## config.mk

```make
export PLATFORM = sky130hd
export DESIGN_NAME = uac_top
export DESIGN_NICKNAME = d
export VERILOG_FILES = /design/src/inc/uac_pkg.sv /design/src/verilog/uac_sync.sv /design/src/verilog/uac_top.sv
export SDC_FILE = /design/constraint.sdc
export NUM_CORES = 1
export LEC_CHECK = 0
export BUFFER_PORTS_ARGS = -buffer_cell sky130_fd_sc_hd__buf_2
export CORE_MARGIN = 8
export CORE_UTILIZATION = 40
export CTS_CLUSTER_DIAMETER = 150
export DETAILED_ROUTE_END_ITERATION = 7
export PLACE_DENSITY = 0.58
export SLEW_MARGIN = 5
export SYNTH_ARGS = -nofsm -noshare
export SYNTH_HDL_FRONTEND = slang
export SYNTH_HIERARCHICAL = 1
export SYNTH_SLANG_ARGS = --single-unit
export TNS_END_PERCENT = 1
```

## constraint.sdc

```tcl
create_clock -name clk_i -period 4.07 [get_ports clk_i]
set_input_delay 0.6105 -clock clk_i [delete_from_list [all_inputs] [get_ports clk_i]]
set_output_delay 0.6105 -clock clk_i [all_outputs]
set_load 0.01 [all_outputs]
```

## src/inc/uac_pkg.sv

```systemverilog
package uac_pkg;

  // Register byte offsets on the bus
  localparam logic [7:0] OFS_FMT      = 8'h00;
  localparam logic [7:0] OFS_PULLUP   = 8'h04;
  localparam logic [7:0] OFS_PULLDN   = 8'h08;
  localparam logic [7:0] OFS_LOOP     = 8'h0C;
  localparam logic [7:0] OFS_TXFLUSH  = 8'h10;
  localparam logic [7:0] OFS_TXLEVEL  = 8'h14;
  localparam logic [7:0] OFS_RXFLUSH  = 8'h18;
  localparam logic [7:0] OFS_RXLEVEL  = 8'h1C;
  localparam logic [7:0] OFS_FWD      = 8'h20;
  localparam logic [7:0] OFS_WIDE     = 8'h24;
  localparam logic [7:0] OFS_GPMASK   = 8'h28;
  localparam logic [7:0] OFS_DRIVER   = 8'h2C;

  // Field positions
  localparam int LOOP_TXRX_BIT = 0;
  localparam int LOOP_RTS_BIT  = 1;
  localparam int LOOP_DTR_BIT  = 2;
  localparam int FLUSH_BIT     = 0;

  // Values after reset
  localparam logic       RST_FMT    = 1'b0;
  localparam logic [7:0] RST_PULL   = 8'h00;
  localparam logic [2:0] RST_LOOP   = 3'h0;
  localparam logic       RST_FWD    = 1'b0;
  localparam logic       RST_WIDE   = 1'b0;
  localparam logic [5:0] RST_GPMASK = 6'h3F;
  localparam logic       RST_DRIVER = 1'b0;

  // Notification header bytes, sent first to last
  localparam logic [7:0]  NOTE_REQ_TYPE = 8'hA1;
  localparam logic [7:0]  NOTE_CODE     = 8'h20;
  localparam logic [15:0] NOTE_VALUE    = 16'h0000;
  localparam logic [15:0] NOTE_INDEX    = 16'h0000;
  localparam logic [15:0] NOTE_LENGTH   = 16'h0002;
  localparam logic [3:0]  NOTE_LAST_IDX = 4'h9;

  // Receive forwarding policy
  localparam logic [23:0] BAUD_LL_LIMIT = 24'h00_A001;
  localparam logic [8:0]  PKT_FULL      = 9'h040;
  localparam logic [8:0]  PKT_FULL_ACM  = 9'h03F;
  localparam logic [1:0]  IDLE_CHARS    = 2'h3;

  typedef enum logic [1:0] {
    UAC_IDLE = 2'b01,
    UAC_SEND = 2'b10
  } uac_state_e;

endpackage

```

## src/verilog/uac_sync.sv

```systemverilog
module uac_sync #(
  parameter int W = 1
) (
  input  wire logic         clk_i,   // Core clock
  input  wire logic         rst_i,   // Sync reset, high
  input  wire logic [W-1:0] d_i,     // Asynchronous input
  output logic      [W-1:0] q_o      // Filtered level
);

  logic [W-1:0] s1_q;
  logic [W-1:0] s2_q;
  logic [W-1:0] s3_q;

  always_ff @(posedge clk_i) begin
    s1_q <= d_i;
    s2_q <= s1_q;
    s3_q <= s2_q;
  end

  // A bit only moves once the last two stages agree
  always_ff @(posedge clk_i) begin
    if (rst_i) begin
      q_o <= '0;
    end else begin
      q_o <= (s2_q & s3_q) | (q_o & (s2_q | s3_q));
    end
  end

endmodule // uac_sync

```

## src/verilog/uac_top.sv

```systemverilog
module uac_top #(
  parameter logic [7:0] TX_DEPTH = 8'h80,
  parameter logic [8:0] RX_DEPTH = 9'h100
) (
  input  wire logic        clk_i,          // Core clock
  input  wire logic        rst_i,          // Sync reset, high
  input  wire logic        wb_cyc_i,       // Bus cycle
  input  wire logic        wb_stb_i,       // Bus strobe
  input  wire logic        wb_we_i,        // Write enable
  input  wire logic [7:0]  wb_adr_i,       // Byte address
  input  wire logic [3:0]  wb_sel_i,       // Byte lanes
  input  wire logic [31:0] wb_dat_i,       // Write data
  output logic      [31:0] wb_dat_o,       // Read data
  output logic             wb_ack_o,       // Acknowledge
  input  wire logic        tx_push_i,      // Char enters tx queue
  input  wire logic        tx_pop_i,       // Char leaves tx queue
  input  wire logic        rx_push_i,      // Char received
  input  wire logic        rx_pop_i,       // Char sent to host
  output logic             tx_flush_o,     // Empty tx queue, pulse
  output logic             rx_flush_o,     // Empty rx queue, pulse
  output logic             rx_drop_o,      // Received char dropped, pulse
  input  wire logic [23:0] baud_rate_i,    // Configured baud rate
  input  wire logic        char_tick_i,    // One per character time
  output logic             rx_forward_o,   // Forward rx data now
  input  wire logic        tx_serial_i,    // Transmitter output
  output logic             tx_pin_o,       // Transmit pin
  input  wire logic        rx_pin_i,       // Receive pin
  output logic             rx_serial_o,    // Receiver input
  input  wire logic        rts_i,          // RTS from flow logic
  input  wire logic        dtr_i,          // DTR from flow logic
  input  wire logic        cts_pin_i,      // CTS pin
  input  wire logic        dsr_pin_i,      // DSR pin
  output logic             cts_o,          // CTS to flow logic
  output logic             dsr_o,          // DSR to flow logic
  input  wire logic [5:0]  gpio_pin_i,     // GPIO pin levels
  input  wire logic        ring_i,         // Ring detect state
  input  wire logic        break_i,        // Break detect state
  input  wire logic        carrier_i,      // Carrier detect state
  input  wire logic        parity_err_i,   // Parity error, pulse
  input  wire logic        framing_err_i,  // Framing error, pulse
  output logic      [7:0]  pullup_en_o,    // Pull-up enables
  output logic      [7:0]  pulldown_en_o,  // Pull-down enables
  output logic             wide_mode_o,    // Wide mode on
  output logic      [7:0]  note_data_o,    // Notification byte
  output logic             note_valid_o,   // Byte valid
  output logic             note_last_o,    // Last byte of packet
  input  wire logic        note_ready_i    // Byte taken
);

  logic       fmt_q;
  logic [7:0] pullup_q;
  logic [7:0] pulldn_q;
  logic [2:0] loop_q;
  logic       fwd_q;
  logic       wide_q;
  logic [5:0] gpmask_q;
  logic       acm_q;
  logic       ack_q;
  logic [31:0] rdat_q;
  logic       tx_flush_q;
  logic       rx_flush_q;
  logic [7:0] tx_cnt_q;
  logic [8:0] rx_cnt_q;
  logic [1:0] idle_cnt_q;
  logic       tx_pin_q;
  logic       rx_ser_q;
  logic       cts_q;
  logic       dsr_q;
  logic       ovr_q;
  logic       par_q;
  logic       frm_q;
  logic [5:0] gpio_prev_q;
  logic [3:0] live_prev_q;
  logic       pend_q;
  logic [79:0] pkt_q;
  logic [3:0] idx_q;
  uac_pkg::uac_state_e state_q;

  logic [2:0]  pins_s;
  logic [5:0]  gpio_s;
  logic        req;
  logic        wr;
  logic        wr_lo;
  logic        capture;
  logic        byte_done;
  logic        rx_drop;
  logic        trigger;
  logic [3:0]  live;
  logic [15:0] status_w;
  logic [8:0]  pkt_size;

  uac_sync #(.W(3)) u_pin_sync (
    .clk_i (clk_i),
    .rst_i (rst_i),
    .d_i   ({rx_pin_i, cts_pin_i, dsr_pin_i}),
    .q_o   (pins_s)
  );

  uac_sync #(.W(6)) u_gpio_sync (
    .clk_i (clk_i),
    .rst_i (rst_i),
    .d_i   (gpio_pin_i),
    .q_o   (gpio_s)
  );

  // Register bus: one wait state, then a one-cycle ack
  assign req   = wb_cyc_i & wb_stb_i;
  assign wr    = req & wb_we_i & ack_q;
  assign wr_lo = wr & wb_sel_i[0];

  always_ff @(posedge clk_i) begin
    if (rst_i) begin
      ack_q <= 1'b0;
    end else begin
      ack_q <= req & ~ack_q;
    end
  end

  // Unmapped offsets read zero and ignore writes
  always_ff @(posedge clk_i) begin
    if (rst_i) begin
      rdat_q <= 32'h0000_0000;
    end else if (req & ~ack_q) begin
      case (wb_adr_i)
        uac_pkg::OFS_FMT:     rdat_q <= {31'h0000_0000, fmt_q};
        uac_pkg::OFS_PULLUP:  rdat_q <= {24'h00_0000, pullup_q};
        uac_pkg::OFS_PULLDN:  rdat_q <= {24'h00_0000, pulldn_q};
        uac_pkg::OFS_LOOP:    rdat_q <= {29'h0000_0000, loop_q};
        uac_pkg::OFS_TXLEVEL: rdat_q <= {24'h00_0000, tx_cnt_q};
        uac_pkg::OFS_RXLEVEL: rdat_q <= {23'h00_0000, rx_cnt_q};
        uac_pkg::OFS_FWD:     rdat_q <= {31'h0000_0000, fwd_q};
        uac_pkg::OFS_WIDE:    rdat_q <= {31'h0000_0000, wide_q};
        uac_pkg::OFS_GPMASK:  rdat_q <= {26'h000_0000, gpmask_q};
        uac_pkg::OFS_DRIVER:  rdat_q <= {31'h0000_0000, acm_q};
        default:              rdat_q <= 32'h0000_0000;
      endcase
    end
  end

  assign wb_ack_o = ack_q;
  assign wb_dat_o = rdat_q;

  // Reserved bits are dropped on write and read back as zero
  always_ff @(posedge clk_i) begin
    if (rst_i) begin
      fmt_q    <= uac_pkg::RST_FMT;
      pullup_q <= uac_pkg::RST_PULL;
      pulldn_q <= uac_pkg::RST_PULL;
      loop_q   <= uac_pkg::RST_LOOP;
      wide_q   <= uac_pkg::RST_WIDE;
      gpmask_q <= uac_pkg::RST_GPMASK;
      acm_q    <= uac_pkg::RST_DRIVER;
    end else if (wr_lo) begin
      case (wb_adr_i)
        uac_pkg::OFS_FMT:    fmt_q    <= wb_dat_i[0];
        uac_pkg::OFS_PULLUP: pullup_q <= wb_dat_i[7:0];
        uac_pkg::OFS_PULLDN: pulldn_q <= wb_dat_i[7:0];
        uac_pkg::OFS_LOOP:   loop_q   <= wb_dat_i[2:0];
        uac_pkg::OFS_WIDE:   wide_q   <= wb_dat_i[0];
        uac_pkg::OFS_GPMASK: gpmask_q <= wb_dat_i[5:0];
        uac_pkg::OFS_DRIVER: acm_q    <= wb_dat_i[0];
        default: ;
      endcase
    end
  end

  always_ff @(posedge clk_i) begin
    if (rst_i) begin
      fwd_q <= uac_pkg::RST_FWD;
    end else if (baud_rate_i < uac_pkg::BAUD_LL_LIMIT) begin
      fwd_q <= 1'b1;
    end else if (wr_lo && wb_adr_i == uac_pkg::OFS_FWD) begin
      fwd_q <= wb_dat_i[0];
    end
  end

  assign pullup_en_o   = pullup_q;
  // Pull-down drive; both set on one pin is left to software
  assign pulldown_en_o = pulldn_q;
  assign wide_mode_o   = wide_q;

  // Flush strobes last exactly one cycle and register reads as zero
  always_ff @(posedge clk_i) begin
    if (rst_i) begin
      tx_flush_q <= 1'b0;
      rx_flush_q <= 1'b0;
    end else begin
      tx_flush_q <= wr_lo && wb_adr_i == uac_pkg::OFS_TXFLUSH
                    && wb_dat_i[uac_pkg::FLUSH_BIT];
      rx_flush_q <= wr_lo && wb_adr_i == uac_pkg::OFS_RXFLUSH
                    && wb_dat_i[uac_pkg::FLUSH_BIT];
    end
  end

  assign tx_flush_o = tx_flush_q;
  assign rx_flush_o = rx_flush_q;

  always_ff @(posedge clk_i) begin
    if (rst_i || tx_flush_q) begin
      tx_cnt_q <= 8'h00;
    end else begin
      case ({tx_push_i && tx_cnt_q != TX_DEPTH, tx_pop_i && tx_cnt_q != 8'h00})
        2'b10:   tx_cnt_q <= tx_cnt_q + 8'h01;
        2'b01:   tx_cnt_q <= tx_cnt_q - 8'h01;
        default: tx_cnt_q <= tx_cnt_q;
      endcase
    end
  end

  assign rx_drop = rx_push_i && rx_cnt_q == RX_DEPTH && !rx_pop_i;
  assign rx_drop_o = rx_drop;

  always_ff @(posedge clk_i) begin
    if (rst_i || rx_flush_q) begin
      rx_cnt_q <= 9'h000;
    end else begin
      case ({rx_push_i && !rx_drop, rx_pop_i && rx_cnt_q != 9'h000})
        2'b10:   rx_cnt_q <= rx_cnt_q + 9'h001;
        2'b01:   rx_cnt_q <= rx_cnt_q - 9'h001;
        default: rx_cnt_q <= rx_cnt_q;
      endcase
    end
  end

  always_ff @(posedge clk_i) begin
    if (rst_i || rx_flush_q || rx_push_i) begin
      idle_cnt_q <= 2'h0;
    end else if (char_tick_i && rx_cnt_q != 9'h000 && idle_cnt_q != uac_pkg::IDLE_CHARS) begin
      idle_cnt_q <= idle_cnt_q + 2'h1;
    end
  end

  assign pkt_size = acm_q ? uac_pkg::PKT_FULL_ACM : uac_pkg::PKT_FULL;

  // Immediate forward when low latency is on
  // Otherwise hold for a full packet or idle timeout
  assign rx_forward_o = rx_cnt_q != 9'h000
                        && (fwd_q || rx_cnt_q >= pkt_size
                            || idle_cnt_q == uac_pkg::IDLE_CHARS);

  // Pin muxes are registered so the pins never glitch on a loop change
  always_ff @(posedge clk_i) begin
    if (rst_i) begin
      tx_pin_q <= 1'b1;
      rx_ser_q <= 1'b1;
      cts_q    <= 1'b0;
      dsr_q    <= 1'b0;
    end else begin
      tx_pin_q <= loop_q[uac_pkg::LOOP_TXRX_BIT] ? 1'b1 : tx_serial_i;
      rx_ser_q <= loop_q[uac_pkg::LOOP_TXRX_BIT] ? tx_serial_i : pins_s[2];
      cts_q    <= loop_q[uac_pkg::LOOP_RTS_BIT] ? rts_i : pins_s[1];
      dsr_q    <= loop_q[uac_pkg::LOOP_DTR_BIT] ? dtr_i : pins_s[0];
    end
  end

  assign tx_pin_o    = tx_pin_q;
  assign rx_serial_o = rx_ser_q;
  assign cts_o       = cts_q;
  assign dsr_o       = dsr_q;

  assign capture   = state_q == uac_pkg::UAC_IDLE && pend_q;
  assign byte_done = state_q == uac_pkg::UAC_SEND && note_ready_i;

  assign live = {ring_i, break_i, dsr_q, carrier_i};

  always_comb begin
    status_w = {9'h000, ovr_q, par_q, frm_q, live};
    if (fmt_q) begin
      status_w[14:12] = gpio_s[5:3];
      status_w[11]    = gpio_s[0];
      status_w[9:8]   = gpio_s[2:1];
    end
  end

  // Error flags are latched until a packet carries them; a new event wins
  always_ff @(posedge clk_i) begin
    if (rst_i) begin
      ovr_q <= 1'b0;
      par_q <= 1'b0;
      frm_q <= 1'b0;
    end else begin
      ovr_q <= rx_drop       | (ovr_q & ~capture);
      par_q <= parity_err_i  | (par_q & ~capture);
      frm_q <= framing_err_i | (frm_q & ~capture);
    end
  end

  always_ff @(posedge clk_i) begin
    if (rst_i) begin
      gpio_prev_q <= 6'h00;
      live_prev_q <= 4'h0;
    end else begin
      gpio_prev_q <= gpio_s;
      live_prev_q <= live;
    end
  end

  assign trigger = |((gpio_s ^ gpio_prev_q) & ~gpmask_q)
                   | (live != live_prev_q)
                   | rx_drop | parity_err_i | framing_err_i;

  // Changes seen while a packet is out coalesce into one more packet
  always_ff @(posedge clk_i) begin
    if (rst_i) begin
      pend_q <= 1'b0;
    end else begin
      pend_q <= trigger | (pend_q & ~capture);
    end
  end

  always_ff @(posedge clk_i) begin
    if (rst_i) begin
      state_q <= uac_pkg::UAC_IDLE;
    end else begin
      case (state_q)
        uac_pkg::UAC_IDLE: if (capture) state_q <= uac_pkg::UAC_SEND;
        uac_pkg::UAC_SEND: begin
          if (byte_done && idx_q == uac_pkg::NOTE_LAST_IDX) begin
            state_q <= uac_pkg::UAC_IDLE;
          end
        end
        default: state_q <= uac_pkg::UAC_IDLE;
      endcase
    end
  end

  always_ff @(posedge clk_i) begin
    if (rst_i) begin
      pkt_q <= 80'h0;
      idx_q <= 4'h0;
    end else if (capture) begin
      pkt_q <= {status_w, uac_pkg::NOTE_LENGTH, uac_pkg::NOTE_INDEX,
                uac_pkg::NOTE_VALUE, uac_pkg::NOTE_CODE, uac_pkg::NOTE_REQ_TYPE};
      idx_q <= 4'h0;
    end else if (byte_done) begin
      pkt_q <= {8'h00, pkt_q[79:8]};
      idx_q <= idx_q + 4'h1;
    end
  end

  assign note_data_o  = pkt_q[7:0];
  assign note_valid_o = state_q == uac_pkg::UAC_SEND;
  assign note_last_o  = state_q == uac_pkg::UAC_SEND && idx_q == uac_pkg::NOTE_LAST_IDX;

endmodule // uac_top

```

# Word level (Yosys, flattened, before mapping)
# Index checks and enable logic that the tools add are counted.
[word_totals] regBits=213 inputBits=96 word_cells=159
[classes] n_addsub=6 n_lt_le_gt_ge=2 n_eq_ne=25 n_mux=16 bitwise_logic=30 reduce_logical=43
[ops] operator="79-bit two-way mux" n=2
[ops] operator="9-bit one-hot mux with 10 select lines" n=1
[ops] operator="8-bit by 5-bit equality test with 1-bit output, second input constant" n=4
[ops] operator="8-bit by 6-bit equality test with 1-bit output, second input constant" n=4
[ops] operator="24-bit by 16-bit less-than comparator with 1-bit output, second input constant" n=1
[ops] operator="6-bit AND" n=3
[ops] operator="1-bit logical AND" n=18
[ops] operator="9-bit one-hot mux with 2 select lines" n=1
[ops] operator="8-bit by 4-bit equality test with 1-bit output, second input constant" n=2
[ops] operator="8-bit one-hot mux with 2 select lines" n=1
[ops] operator="2-bit AND reduction" n=8
[ops] operator="6-bit OR" n=2
[ops] operator="9-bit by 1-bit adder with 9-bit output, second input constant" n=1
[ops] operator="1-bit AND" n=9
[ops] operator="9-bit equality test, second input constant" n=1
[ops] operator="9-bit by 7-bit >= comparator with 1-bit output" n=1
[ops] operator="9-bit nonzero test" n=1
[ops] operator="9-bit by 1-bit subtractor with 9-bit output, second input constant" n=1
[ops] operator="8-bit by 1-bit adder with 8-bit output, second input constant" n=1
[ops] operator="2-bit equality test, second input constant" n=4
[ops] operator="8-bit by 3-bit equality test with 1-bit output, second input constant" n=1
[ops] operator="8-bit zero test" n=1
[ops] operator="8-bit != test, second input constant" n=1
[ops] operator="1-bit OR" n=8
[ops] operator="other kinds (24)" n=45

# Logic depth before layout (Yosys ltp)
# Gate-level depths: netlist of the first run.
[logic_depth] depth_word=8 ltp_mapped=16

# Cells and area by module
# The synthesis of the first run kept the hierarchy.
[by_module_without_submodules] mod="uac_top" n_inst=1 cells_per_inst=895 area_per_inst_um2=7279.5
[by_module_without_submodules] mod="uac_sync at u_gpio_sync" n_inst=1 cells_per_inst=42 area_per_inst_um2=563.0
[by_module_without_submodules] mod="uac_sync at u_pin_sync" n_inst=1 cells_per_inst=21 area_per_inst_um2=281.5

# Worst setup path after synthesis of the first run
# No wires, ideal clock.
[synth_path] kind="reg2reg" from="register rx_cnt_q[5]" to="register rx_cnt_q[8]" arrival_time_ps=3422 required_ps=3942 path_slack_ps=520 path_stages_with_launch=17 synth_period_minus_slack_ps=3550 path_cell_list="dfxtp_1 > buf_2 > nor4_1 > nand2_1 > or3_1 > nand2_1 > ha_1 > buf_6 > buf_2 > xor2_1 > ha_1 > or3_1 > a21oi_1 > or4_1 > a31oi_1 > xnor2_1 > nor2_1"
[synth_via] elab_chain_cells=7 word_cells_on_any_way=13
[synth_rtl] element="start: declaration" line_no="uac_top.sv:63" rtl="logic [8:0] rx_cnt_q;"
[synth_rtl] element="start signal: assignment" line_no="uac_top.sv:218" rtl="2'b10: rx_cnt_q <= rx_cnt_q + 9'h001;"
[synth_rtl] element="start signal: assignment" line_no="uac_top.sv:219" rtl="2'b01: rx_cnt_q <= rx_cnt_q - 9'h001;"
[synth_rtl] element="start signal: assignment" line_no="uac_top.sv:220" rtl="default: rx_cnt_q <= rx_cnt_q;"
[synth_rtl] element="9-bit equality test" line_no="uac_top.sv:210" rtl="assign rx_drop = rx_push_i && rx_cnt_q == RX_DEPTH && !rx_pop_i;"
[synth_rtl] element="1-bit logical AND (2 in a row)" line_no="uac_top.sv:210"
[synth_rtl] element="1-bit zero test" line_no="uac_top.sv:217" rtl="case ({rx_push_i && !rx_drop, rx_pop_i && rx_cnt_q != 9'h000})"
[synth_rtl] element="1-bit logical AND" line_no="uac_top.sv:217"
[synth_rtl] element="2-bit by 1-bit equality test with 1-bit output or 2-bit equality test (tied branches)" line_no="uac_top.sv:217"
[synth_rtl] element="9-bit one-hot mux with 2 select lines or 2-bit nonzero test (tied branches)"
# Parallel ways exist; a longest one is shown, timed or not.
# A chain may end at the register's enable or synchronous reset.

# Final worst setup path of the first run
[layout_path] from="register rx_cnt_q[4]" to="register rx_cnt_q[4]"
# Same word-level chain as after synthesis.

==> results of run 1 <==
per-layer routing:
layer / vias up / part of all wire
li1: 3394 / -
met1: 3090 / 0.48
met2: 140 / 0.46
met3: 18 / 0.051
met4: 2 / 0.011
met5: - / 0.00052
kinds of logic (layout without fill, tap and decap cells):
group | count (synthesis) | count (layout)
AND/OR/NAND/NOR | 382 | 382
other | 1 | 23
XOR/XNOR | 25 | 25
adder cells (fa/ha/maj) | 21 | 21
buffers and inverters | 105 | 173
AO/OA/AOI/OAI | 211 | 211
flip-flops | 190 | 190
multiplexers | 23 | 23
path summary, 6_finish.rpt:
check,start,endpoint,slack (ns),cells past startpoint
worst max register to register,rx_cnt_q[4],rx_cnt_q[4],0.49,13
worst min register to register,u_gpio_sync/s1_q[0],u_gpio_sync/s2_q[0],0.33,0
worst min-delay path,gpio_pin_i[3],u_gpio_sync/s1_q[3],0.27,1
worst max-delay path,rx_cnt_q[4],rx_cnt_q[4],0.49,13
power groups by stage:
stage	Sequential [µW]	Clock, µW	Combinational [µW]
4_1_cts	2110	1750	988
6_report	2110	1710	985
3_3_place_gp	2150	0	971
5_1_grt	2130	1830	1130
2_1_floorplan	2080	0	839
3_5_place_dp	2150	0	980
worst max-delay path, delay by kind of cell (launching register included):
| family | cells | cell delay (ns) |
|---|---|---|
| AND/OR/NAND/NOR | 7 | 2.01 |
| XOR/XNOR | 2 | 0.22 |
| flip-flops | 1 | 0.42 |
| adder cells (fa/ha/maj) | 2 | 0.44 |
| AO/OA/AOI/OAI | 2 | 0.42 |
state kept, by name, indices dropped and copies added (netlist names), 4 cells and up:
signal and flops:
live_prev_q 4, u_gpio_sync/s2_q 6, tx_cnt_q 8, u_gpio_sync/s3_q 6
idx_q 4, gpmask_q 6, u_gpio_sync/q_o 6, pkt_q 70
pulldown_en_o 8, pullup_en_o 8, rx_cnt_q 9, u_gpio_sync/s1_q 6
gpio_prev_q 6, wb_dat_o 9
stage by stage:
stage | worst slack, ns | std cells | hold WS [ns] | power [µW] | utilization
3_5_place_dp | 0.530 | 1286 | 0.313 | 3130 | 0.432
3_3_place_gp | 0.572 | 1286 | 0.311 | 3120 | 0.432
2_1_floorplan | 0.520 | 980 | 0.310 | 2920 | -
5_1_grt | 0.186 | 1318 | 0.244 | 5090 | 0.463
6_report | 0.489 | 1318 | 0.268 | 4800 | 0.463
4_1_cts | 0.484 | 1318 | 0.249 | 4840 | 0.463
placed cells by master (no fill, tap or decap), types with 4 or more instances in the layout:
| master | n |
|---|---|
| nand2_1 | 193 |
| dfxtp_1 | 190 |
| buf_2 | 113 |
| a21oi_1 | 104 |
| nor2_1 | 74 |
| o21ai_0 | 23 |
| conb_1 | 23 |
| mux2i_1 | 21 |
| inv_1 | 20 |
| nor2b_1 | 20 |
| nand3_1 | 20 |
| ha_1 | 20 |
| nor3_1 | 17 |
| o21ai_1 | 17 |
| clkbuf_16 | 17 |
| xnor2_1 | 15 |
| xor2_1 | 10 |
| nor4_1 | 8 |
| buf_4 | 8 |
| o22ai_1 | 7 |
| a311oi_1 | 7 |
| a31oi_1 | 7 |
| a211o_1 | 7 |
| or3_1 | 6 |
| a32oi_1 | 6 |
| a22oi_1 | 5 |
| inv_8 | 5 |
| clkinv_8 | 5 |
| o21a_1 | 4 |
| a222oi_1 | 4 |
| o211ai_1 | 4 |
| nand4_1 | 4 |
final cells by class:
| type | count | area [µm²] | share of cell area |
|---|---|---|---|
| well taps | 270 | 338 | 0.0363 |
| inverters | 20 | 75.1 | 0.00806 |
| clock buffers | 18 | 429 | 0.0461 |
| repair buffers | 121 | 626 | 0.0672 |
| multi-input cells | 685 | 3850 | 0.413 |
| clock inverters | 14 | 193 | 0.0207 |
| flip-flops and latches | 190 | 3800 | 0.408 |
==> metrics.txt, run 1 <==
status finished, final reports clean; initial antenna violation count 1; Compound-Gate Fraction of Synth Area 0.155; clock network power share 0.356; Hold Buf Count CTS 0; number of cells upsized or downsized after cts 0; antenna-violating nets left 0; Post-CTS Setup Inserts 0; NumNets Final 1,152; Cell Rows 52; final RePlAce weighted congestion around 0.8; H-tree depth 4; # IOs about 160; initial core utilization 0.404; CP endpoint kind register; Mapped Cells 958; DIE AREA 25,100 µm²; largest net degree at the start of global routing 70; Top FF cell, synth dfxtp_1; async set or reset register ratio after synthesis 0; crit-path max cell delay about 0.50 ns; Layout fillers 2,017; Worst EP required 4.43 ns; final-report setup violation count 0; CP startpoint kind register; fraction of layout cells with a size suffix above 1 0.165; Setup TNS 0 ns; Distinct cells, synth 66; RSZ-0062 raised after global routing false; global route hottest layer met2; Clk Latency, worst-skew pair 0.43 ns; Top cell by count, worst path or3_1; Die Y 159 µm; Clock Sinks between 150 and 200; Pint between 3000 and 4000 µW; period utilisation layout 0.880; global-route usage over all layers 0.159; CORE AREA 20,100 µm²; CP arrival between 3 and 4 ns; met1 GRT Util 0.214; VDD IR max 0.288 mV; CTS max path bufs 2; Seq cells post-synth 190; Setup CP Type reg2reg; Tightest Hold Check Type in2reg; Reg clk slew, reported paths 0.08 ns; most frequent cell after synthesis nand2_1; Synth Area in Simple Gates 0.218; Adder-Cell Fraction of Synth Area 0.0333; drt pass-1 iters 4; M3 GR Usage 0.0356; root buf cell clkbuf_16; Worst slew margin 0.304; global-route wire length before repair 31,900 µm; P&R area growth vs syn 14.6%; max-cap violation count 0; routing usage on met2 0.251; drt drc 0; FMAX 0.279 GHz; Final Hold Vio Count 0; via/cell ratio 5.04; largest area contributor in the netlist dfxtp_1; top post-synthesis cells by count nand2_1 (194), dfxtp_1 (190), a21oi_1 (104), nor2_1 (74), buf_4 (35); NetSw 1520 µW; part of the Yosys area used for sequential elements 0.468; DP HPWL 13,800 µm; Die X-Extent between 150 and 200 µm; Synth Area per Inst 8.48 µm²; sequential fraction of design power 0.439; final WL 19,400 µm; CTS Buf Count 17; vias in the first global route 6,180; Placement Cell Area 8690 µm²; xor/xnor cell area share of the yosys netlist 0.0270; Crit Path Max Fanout 13; IO buf count 113; worst slew pin tran 1.04 ns; multiplexer share of the synthesized area 0.0286; n_diodes 0; combinational share of power 0.205; Mapped Area 8120 µm²; skew final approximately 0.014 ns; critical path, cell by cell nor4_1 > nand2_1 > or3_1 > nand2_1 > ha_1 > xor2_1 > ha_1 > or3_1 > a21oi_1 > nor3_1 > xnor2_1 > or3_1 > a21oi_1; pwr/cell area a little over 500 nW/µm²; Warnings, synthesis 6; design area 9310 µm²; Sw Share 0.317; CTS tree done; Synth area leaders dfxtp_1 (47%), nand2_1 (9.0%), a21oi_1 (6.4%); Starting DRT DRC Count between 400 and 500; min Tclk post-route 3.58 ns; Pleak about 0.0037 µW; Congestion Overflow GR 0; top cell type's share of synthesized area 0.468; Slew Viols, Final 0; Post-synth EDFFs 0; slowest CP cell or3_1; WL per Instance roughly 15 µm; DR vias 6,644; largest family of logic cells by synthesized area simple AND/OR/NAND/NOR gates
(Power assumes the default switching activity.)
==> run 2: changes to the inputs <==
--- a/config.mk
+++ b/config.mk
@@ -5,7 +5,9 @@
 export SDC_FILE = /design/constraint.sdc
 export NUM_CORES = 1
 export LEC_CHECK = 0
+export ABC_AREA = 1
 export BUFFER_PORTS_ARGS = -buffer_cell sky130_fd_sc_hd__buf_2
+export CORE_ASPECT_RATIO = 1.25
 export CORE_MARGIN = 8
 export CORE_UTILIZATION = 40
 export CTS_CLUSTER_DIAMETER = 150
==> run 2 against run 1 <==
  * Final area rose by 2.3%
  * Via count rose by 7.0%
  * Register-to-register slack improved by 0.77 ns
  * Routed wire length rose by 3.9%
  * Worst hold slack got worse by 0.00093 ns
  * Non-clock buffer count fell by 1
  * Worst setup slack improved by 0.75 ns
  * Sequential share of layout area fell by 0.92 points
  * Area after synthesis rose by 2.1%
  * Core utilization fell by 0.067 points
  * First-iteration DRC count fell by 23%
==> metrics.txt, run 2 <==
Post-synth EDFFs 0 (unchanged); Top FF cell, synth dfxtp_1; commonest non-fill, non-tap cells in the layout nand2_1 (303), dfxtp_1 (190), nor2_1 (115), a21oi_1 (113), buf_2 (113); Clock Sinks 190 (unchanged); Clk Latency, worst-skew pair 0.44 ns (about the same); top cell type's share of synthesized area 0.459 (-0.00947); NetSw 1440 µW (-5.3%); global-route wire length before repair 33,100 µm (+3.7%); number of cells upsized or downsized after cts 0 (unchanged); DIE AREA 25,600 µm² (+2.0%); Seq cells post-synth 190 (unchanged); part of the Yosys area used for sequential elements 0.459 (-0.00947); Die X-Extent 145 µm (-8.7%); Distinct cells, synth 43 (-35%); Largest Register pkt_q; Setup CP Type reg2out; FMAX 0.353 GHz (+27%); final-report setup violation count 0 (unchanged); Largest register FFs 70 (unchanged); CORE AREA 20,600 µm² (+2.4%); leading cell type in the layout, fill and taps excluded nand2_1; placed insts 1,473 (+15%); # IOs 164 (unchanged); root buf cell clkbuf_16; fraction of layout cells with a size suffix above 1 0.155 (-0.00992); design area 9530 µm² (+2.3%); largest area contributor in the netlist dfxtp_1; worst hold slack 0.267 ns (-0.000935 ns); largest net degree at the start of global routing 70 (unchanged); NumNets Final 1,335 (+16%); Synth Area per Inst 7.38 µm² (-13%); period utilisation layout 0.695 (-0.184); Placement Cell Area 8930 µm² (+2.8%); area of the multi-input gates 3750 µm² (-2.7%); antenna-violating nets left 0 (unchanged); Post-CTS Setup Inserts 0 (unchanged); Layout fillers 2,133 (+5.8%); Synth area leaders dfxtp_1 (46%), nand2_1 (14%), a21oi_1 (6.8%); HP Start gpio_pin_i[5]; most frequent cell after synthesis nand2_1; Worst slew margin 0.549 (+0.246); Hold Buf Count CTS 0 (unchanged); DR vias 7,112 (+7.0%); Cell Rows 59 (+13%); status finished, final reports clean; clock network power share 0.363 (+0.007); initial core utilization 0.403 (-0.00151); top post-synthesis cells by count nand2_1 (303), dfxtp_1 (190), nor2_1 (115), a21oi_1 (113), inv_1 (100); Pleak 0.00428 µW (+17%); FF-to-FF path depth 18 (+5); Sw Share 0.318 (+0.000933); H-tree depth 4 (unchanged); min Tclk post-route 2.83 ns (-0.750 ns); Pint 3090 µW (-5.7%); drt drc 0 (unchanged); async set or reset register ratio after synthesis 0 (unchanged); Final Total Pwr 4530 µW (-5.5%); critical path launch point acm_q; Crit Path Max Fanout 6 (-7); final RePlAce weighted congestion 0.854 (+7.2%); Final Hold Vio Count 0 (unchanged); initial antenna violation count 1 (unchanged); worst hold stages 1 (unchanged); Mapped Cells 1,124 (+17%); CTS tree done; global-route usage over all layers 0.163 (+0.00388); Slew Viols, Final 0 (unchanged); reg-to-reg startpoint rx_cnt_q[5]; RSZ-0062 raised after global routing false; vias in the first global route 6,760 (+9.4%); Worst EP required 3.46 ns (-0.97 ns); VDD IR max 0.306 mV (+6.1%); max-cap violation count 0 (unchanged); CP endpoint kind output port; CP arrival 2.22 ns (-1.72 ns); Setup TNS 0 ns (unchanged); P&R area growth vs syn 14.9%; Reg clk slew, reported paths 0.08 ns (about the same); r2r setup slk 1.26 ns (+0.77 ns); DP HPWL 14,800 µm (+7.6%); Tightest Hold Check Type in2reg; Mapped Area 8290 µm² (+2.1%); Die Y 177 µm (+12%); CTS max path bufs 2 (unchanged); worst slew pin tran 0.676 ns (-0.366 ns); drt pass-1 iters 5 (+1); pwr/cell area 476 nW/µm² (-7.7%); final WL 20,200 µm (+3.9%); FF-to-FF End rx_cnt_q[4]; skew final 0.0129 ns (-0.000993 ns); sequential fraction of design power 0.458 (+0.019); combinational share of power 0.179 (-0.026); Warnings, synthesis 6 (unchanged); CTS Buf Count 17 (unchanged); fin cells 1,506 (+14%); IO buf count 113 (unchanged); CP startpoint kind register; Congestion Overflow GR 0 (unchanged); Starting DRT DRC Count 344 (-23%); WL per Instance 13.4 µm (-9.1%); hold path endpoint u_gpio_sync/s1_q[5]; via/cell ratio 4.72 (-6.3%); FF/Latch Area 3800 µm² (unchanged)
[run 2: worst max-delay path, cell delays in order (launching register included)]
cell	delay (ns)
dfxtp_1	0.41
inv_1	0.15
ha_1	0.36
a21oi_1	0.15
o21ai_0	0.11
nand2_1	0.07
nand2_1	0.04
nor3_1	0.15
nand3_1	0.10
nand2_1	0.07
inv_1	0.03
buf_2	0.13
[run 2: power groups by stage]
| stage | Combinational (µW) | Sequential (µW) | Clock [µW] |
|---|---|---|---|
| 3_5_place_dp | 813 | 2120 | 0 |
| 3_3_place_gp | 811 | 2120 | 0 |
| 4_1_cts | 819 | 2080 | 1690 |
| 6_report | 811 | 2080 | 1650 |
| 5_1_grt | 946 | 2090 | 1770 |
| 2_1_floorplan | 646 | 2070 | 0 |
[run 2: area by class of cell]
cell class                      count  area share
Sequential cell                   190       0.399
Antenna cell                        1    0.000263
Timing Repair Buffer              120      0.0649
Multi-Input combinational cell    776       0.393
Tap cell                          274      0.0360
Clock buffer                       17      0.0446
Clock inverter                     15      0.0173
Inverter                          113      0.0445
[run 2: how the worst max path moves through the flow]
stage                         to  depth (start not counted)
floorplan            rx_cnt_q[4]                         17
global placement     rx_cnt_q[8]                         22
detailed placement   rx_cnt_q[6]                         22
CTS                 rx_forward_o                         11
global route         rx_cnt_q[6]                         21
finish              rx_forward_o                         11
[run 2: layer usage]
metal	vias up	part of all wire	wire (µm)	global-route usage
met3	29	0.047	946	0.0375
met4	0	0.019	384	0.0695
li1	3737	-	-	-
met5	-	0	0	0
met2	137	0.50	10200	0.281
met1	3209	0.43	8680	0.189
[run 2: kinds of logic (layout without fill, tap and decap cells)]
family | Yosys count | in the layout | share of synthesized area
adders and majority gates | 21 | 21 | 0.0326
other | 1 | 24 | 0.000452
DFF | 190 | 190 | 0.459
xor gates and xnor gates | 16 | 16 | 0.0178
AOI/OAI and AO/OA | 196 | 196 | 0.127
and+or+nand+nor | 520 | 520 | 0.263
buffers and inverters | 180 | 265 | 0.100
[run 2: through the flow]
stage               setup WS, ns  utilization
global route               0.944        0.463
detailed placement          1.11        0.434
CTS                         1.22        0.462
finish                      1.24        0.463
floorplan                   1.31            -
global placement            1.13        0.434
==> run 3: changes to the inputs <==
==> constraint.sdc (replaced) <==
create_clock -name clk_i -period 2.7 [get_ports clk_i]
set_input_delay 0.405 -clock clk_i [delete_from_list [all_inputs] [get_ports clk_i]]
set_output_delay 0.405 -clock clk_i [all_outputs]
set_load 0.01 [all_outputs]
==> run 3 against run 2 <==
  * Sequential share of layout area decreased by 0.78 points
  * Routed wire length increased by 3.1%
  * Critical path depth unchanged
  * Clock power increased by 57%
  * Clock skew up 0.00068 ns
  * Final area up 2.0%
  * Via count increased by 0.97%
  * Core utilization is 0.94 points higher
  * Die area unchanged
  * Worst hold slack got worse by 0.20 ns
==> metrics.txt, run 3 (same netlist as run 2, synthesis figures left out) <==
status finished, final reports clean; number of cells upsized or downsized after cts 0 (unchanged); Hold Buf Count CTS 0 (unchanged); crit-path max cell delay 0.37 ns (-0.04 ns); worst path bufs/invs 3 (unchanged); CTS tree done; CP arrival 2.11 ns (-0.11 ns); WL per Instance 13.7 µm (+2.0%); Reg clk slew, reported paths 0.07 ns (about the same); largest net degree at the start of global routing 57 (-19%); vias in the first global route 6,877 (+1.7%); global-route wire length before repair 33,700 µm (+1.8%); global route hottest layer met2; skew final 0.0136 ns (+0.000684 ns); CTS max path bufs 2 (unchanged); Die Y 177 µm (unchanged); Congestion Overflow GR 0 (unchanged); fin cells 1,522 (+1.1%); VDD IR max 0.514 mV (+68%); Crit Path Max Fanout 6 (unchanged); via/cell ratio 4.72 (about the same); min Tclk post-route 2.51 ns; critical path, cell by cell inv_1 > ha_1 > a21oi_1 > o21ai_0 > nand2_1 > nand2_1 > nor3_1 > nand3_1 > nand2_1 > inv_1 > buf_2; P&R area growth vs syn 17.2%; CP endpoint kind output port; Largest register FFs 70 (unchanged); worst hold stages 1 (unchanged); DP HPWL 15,400 µm (+4.0%); met1 GRT Util 0.193 (+0.00395); drt pass-1 iters 4 (-1); leading cell type in the layout, fill and taps excluded nand2_1; FF-to-FF End tx_cnt_q[6]; Setup CP Type reg2out; root buf cell clkbuf_16; IO buf count 113 (unchanged); Clk Latency, worst-skew pair 0.44 ns (about the same); Tightest Hold Check Type in2reg; FMAX ~0.40 GHz; critical path launch point acm_q; initial antenna violation count 0 (-1); Post-CTS Setup Inserts 0 (unchanged); M3 GR Usage 0.0367 (-0.000810); Largest Register pkt_q; FF-to-FF path depth 14 (-4); DR vias 7,181 (+0.97%); antenna-violating nets left 0 (unchanged); routing usage on met2 0.290 (+0.00956); pwr/cell area 724 nW/µm² (+52%); fraction of layout cells with a size suffix above 1 0.169 (+0.0139); period utilisation layout 0.931; NumNets Final 1,352 (+1.3%); CTS Buf Count 17 (unchanged); slowest CP cell dfxtp_2; DIE AREA 25,600 µm² (unchanged); Cell Rows 59 (unchanged); Slew Viols, Final 0 (unchanged); pre-CTS setup slack 0.199 ns (-0.915 ns); Die X-Extent 145 µm (unchanged); family with the most delay on the worst path simple AND/OR/NAND/NOR gates; final WL 20,800 µm (+3.1%); n_diodes 0 (-1); Clock Sinks 190 (unchanged); Worst EP required 2.30 ns (-1.16 ns); H-tree depth 4 (unchanged); Starting DRT DRC Count 400 (+16%); CORE AREA 20,600 µm² (unchanged); initial core utilization 0.403 (unchanged); reg-to-reg startpoint tx_cnt_q[0]; final RePlAce weighted congestion 0.887 (+3.8%); RSZ-0062 raised after global routing true; Setup TNS 0 ns (unchanged); max-cap violation count 0 (unchanged); Top cell by count, worst path nand2_1; r2r setup slk 0.27 ns (-0.99 ns); drt drc 0 (unchanged); final-report setup violation count 0 (unchanged); placed insts 1,490 (+1.2%); commonest non-fill, non-tap cells in the layout nand2_1 (303), dfxtp_1 (189), nor2_1 (115), a21oi_1 (113), buf_2 (113); worst setup slack after layout 0.187 ns (-1.05 ns); worst hold slack 0.0696 ns (-0.197 ns); Final Hold Vio Count 0 (unchanged); cell depth of the worst setup path 11 (unchanged); crit path to rx_forward_o; Pleak 0.00439 µW (+2.6%); # IOs 164 (unchanged); global-route usage over all layers 0.165 (+0.00222); CP startpoint kind register
[run 3: changes by cell type in the layout (fill, tap and decap cells not counted)]
cell	before	now
buf_12	0	2
buf_4	7	22
bufinv_16	0	1
clkinvlp_4	1	0
dfxtp_1	190	189
dfxtp_2	0	1
diode_2	1	0
ha_1	20	19
ha_4	0	1
inv_12	0	1
inv_6	4	5
inv_8	5	3
nor3_1	5	4
nor3_2	0	1
[run 3: how the worst min path moves through the flow]
| stage | from | to | slack [ns] |
|---|---|---|---|
| after CTS | dsr_pin_i | u_pin_sync/s1_q[0] | 0.05 |
| after floorplan | u_gpio_sync/s1_q[0] | u_gpio_sync/s2_q[0] | 0.31 |
| after global placement | u_gpio_sync/s1_q[5] | u_gpio_sync/s2_q[5] | 0.31 |
| after global routing | dsr_pin_i | u_pin_sync/s1_q[0] | 0.05 |
| after detailed placement | u_gpio_sync/s1_q[4] | u_gpio_sync/s2_q[4] | 0.31 |
| final | dsr_pin_i | u_pin_sync/s1_q[0] | 0.07 |
[run 3: layout make-up]
type,instances,area [µm²]
Clock buffer,17,425
Clock inverter,15,190
Fill cell,2115,10900
Inverter,113,424
Multi-Input combinational cell,776,3760
Sequential cell,190,3800
Tap cell,274,343
Timing Repair Buffer,137,771
[run 3: per-layer routing]
metal	wire length, µm	vias to the layer above
li1	-	3772
met1	9160	3251
met2	10400	137
met3	851	21
met4	341	0
met5	0	-
[run 3: worst register-to-register path, stage by stage (launching register included)]
cell     delay, ns
dfxtp_1       0.32
inv_1         0.11
nand4_1       0.09
nor2_1        0.15
nand3_1       0.09
nand2_1       0.07
ha_1          0.27
inv_1         0.08
fa_1          0.41
o21ai_0       0.32
a31oi_1       0.16
nand2_1       0.09
nand3_1       0.08
nand2_1       0.07
inv_1         0.03
[run 3: power breakdown]
part	total, µW	internal (µW)	switching [µW]
registers	3060	2950	110
clock network	2590	1350	1250
logic	1390	536	850
total	7040	4830	2210
[run 3: per-stage QoR]
stage          total power, µW  cell area (µm²)  utilization
2_1_floorplan             4100             8370            -
3_3_place_gp              4500             9090        0.441
3_5_place_dp              4520             9090        0.441
4_1_cts                   7100             9700        0.471
5_1_grt                   7450             9720        0.472
6_report                  7040             9720        0.472
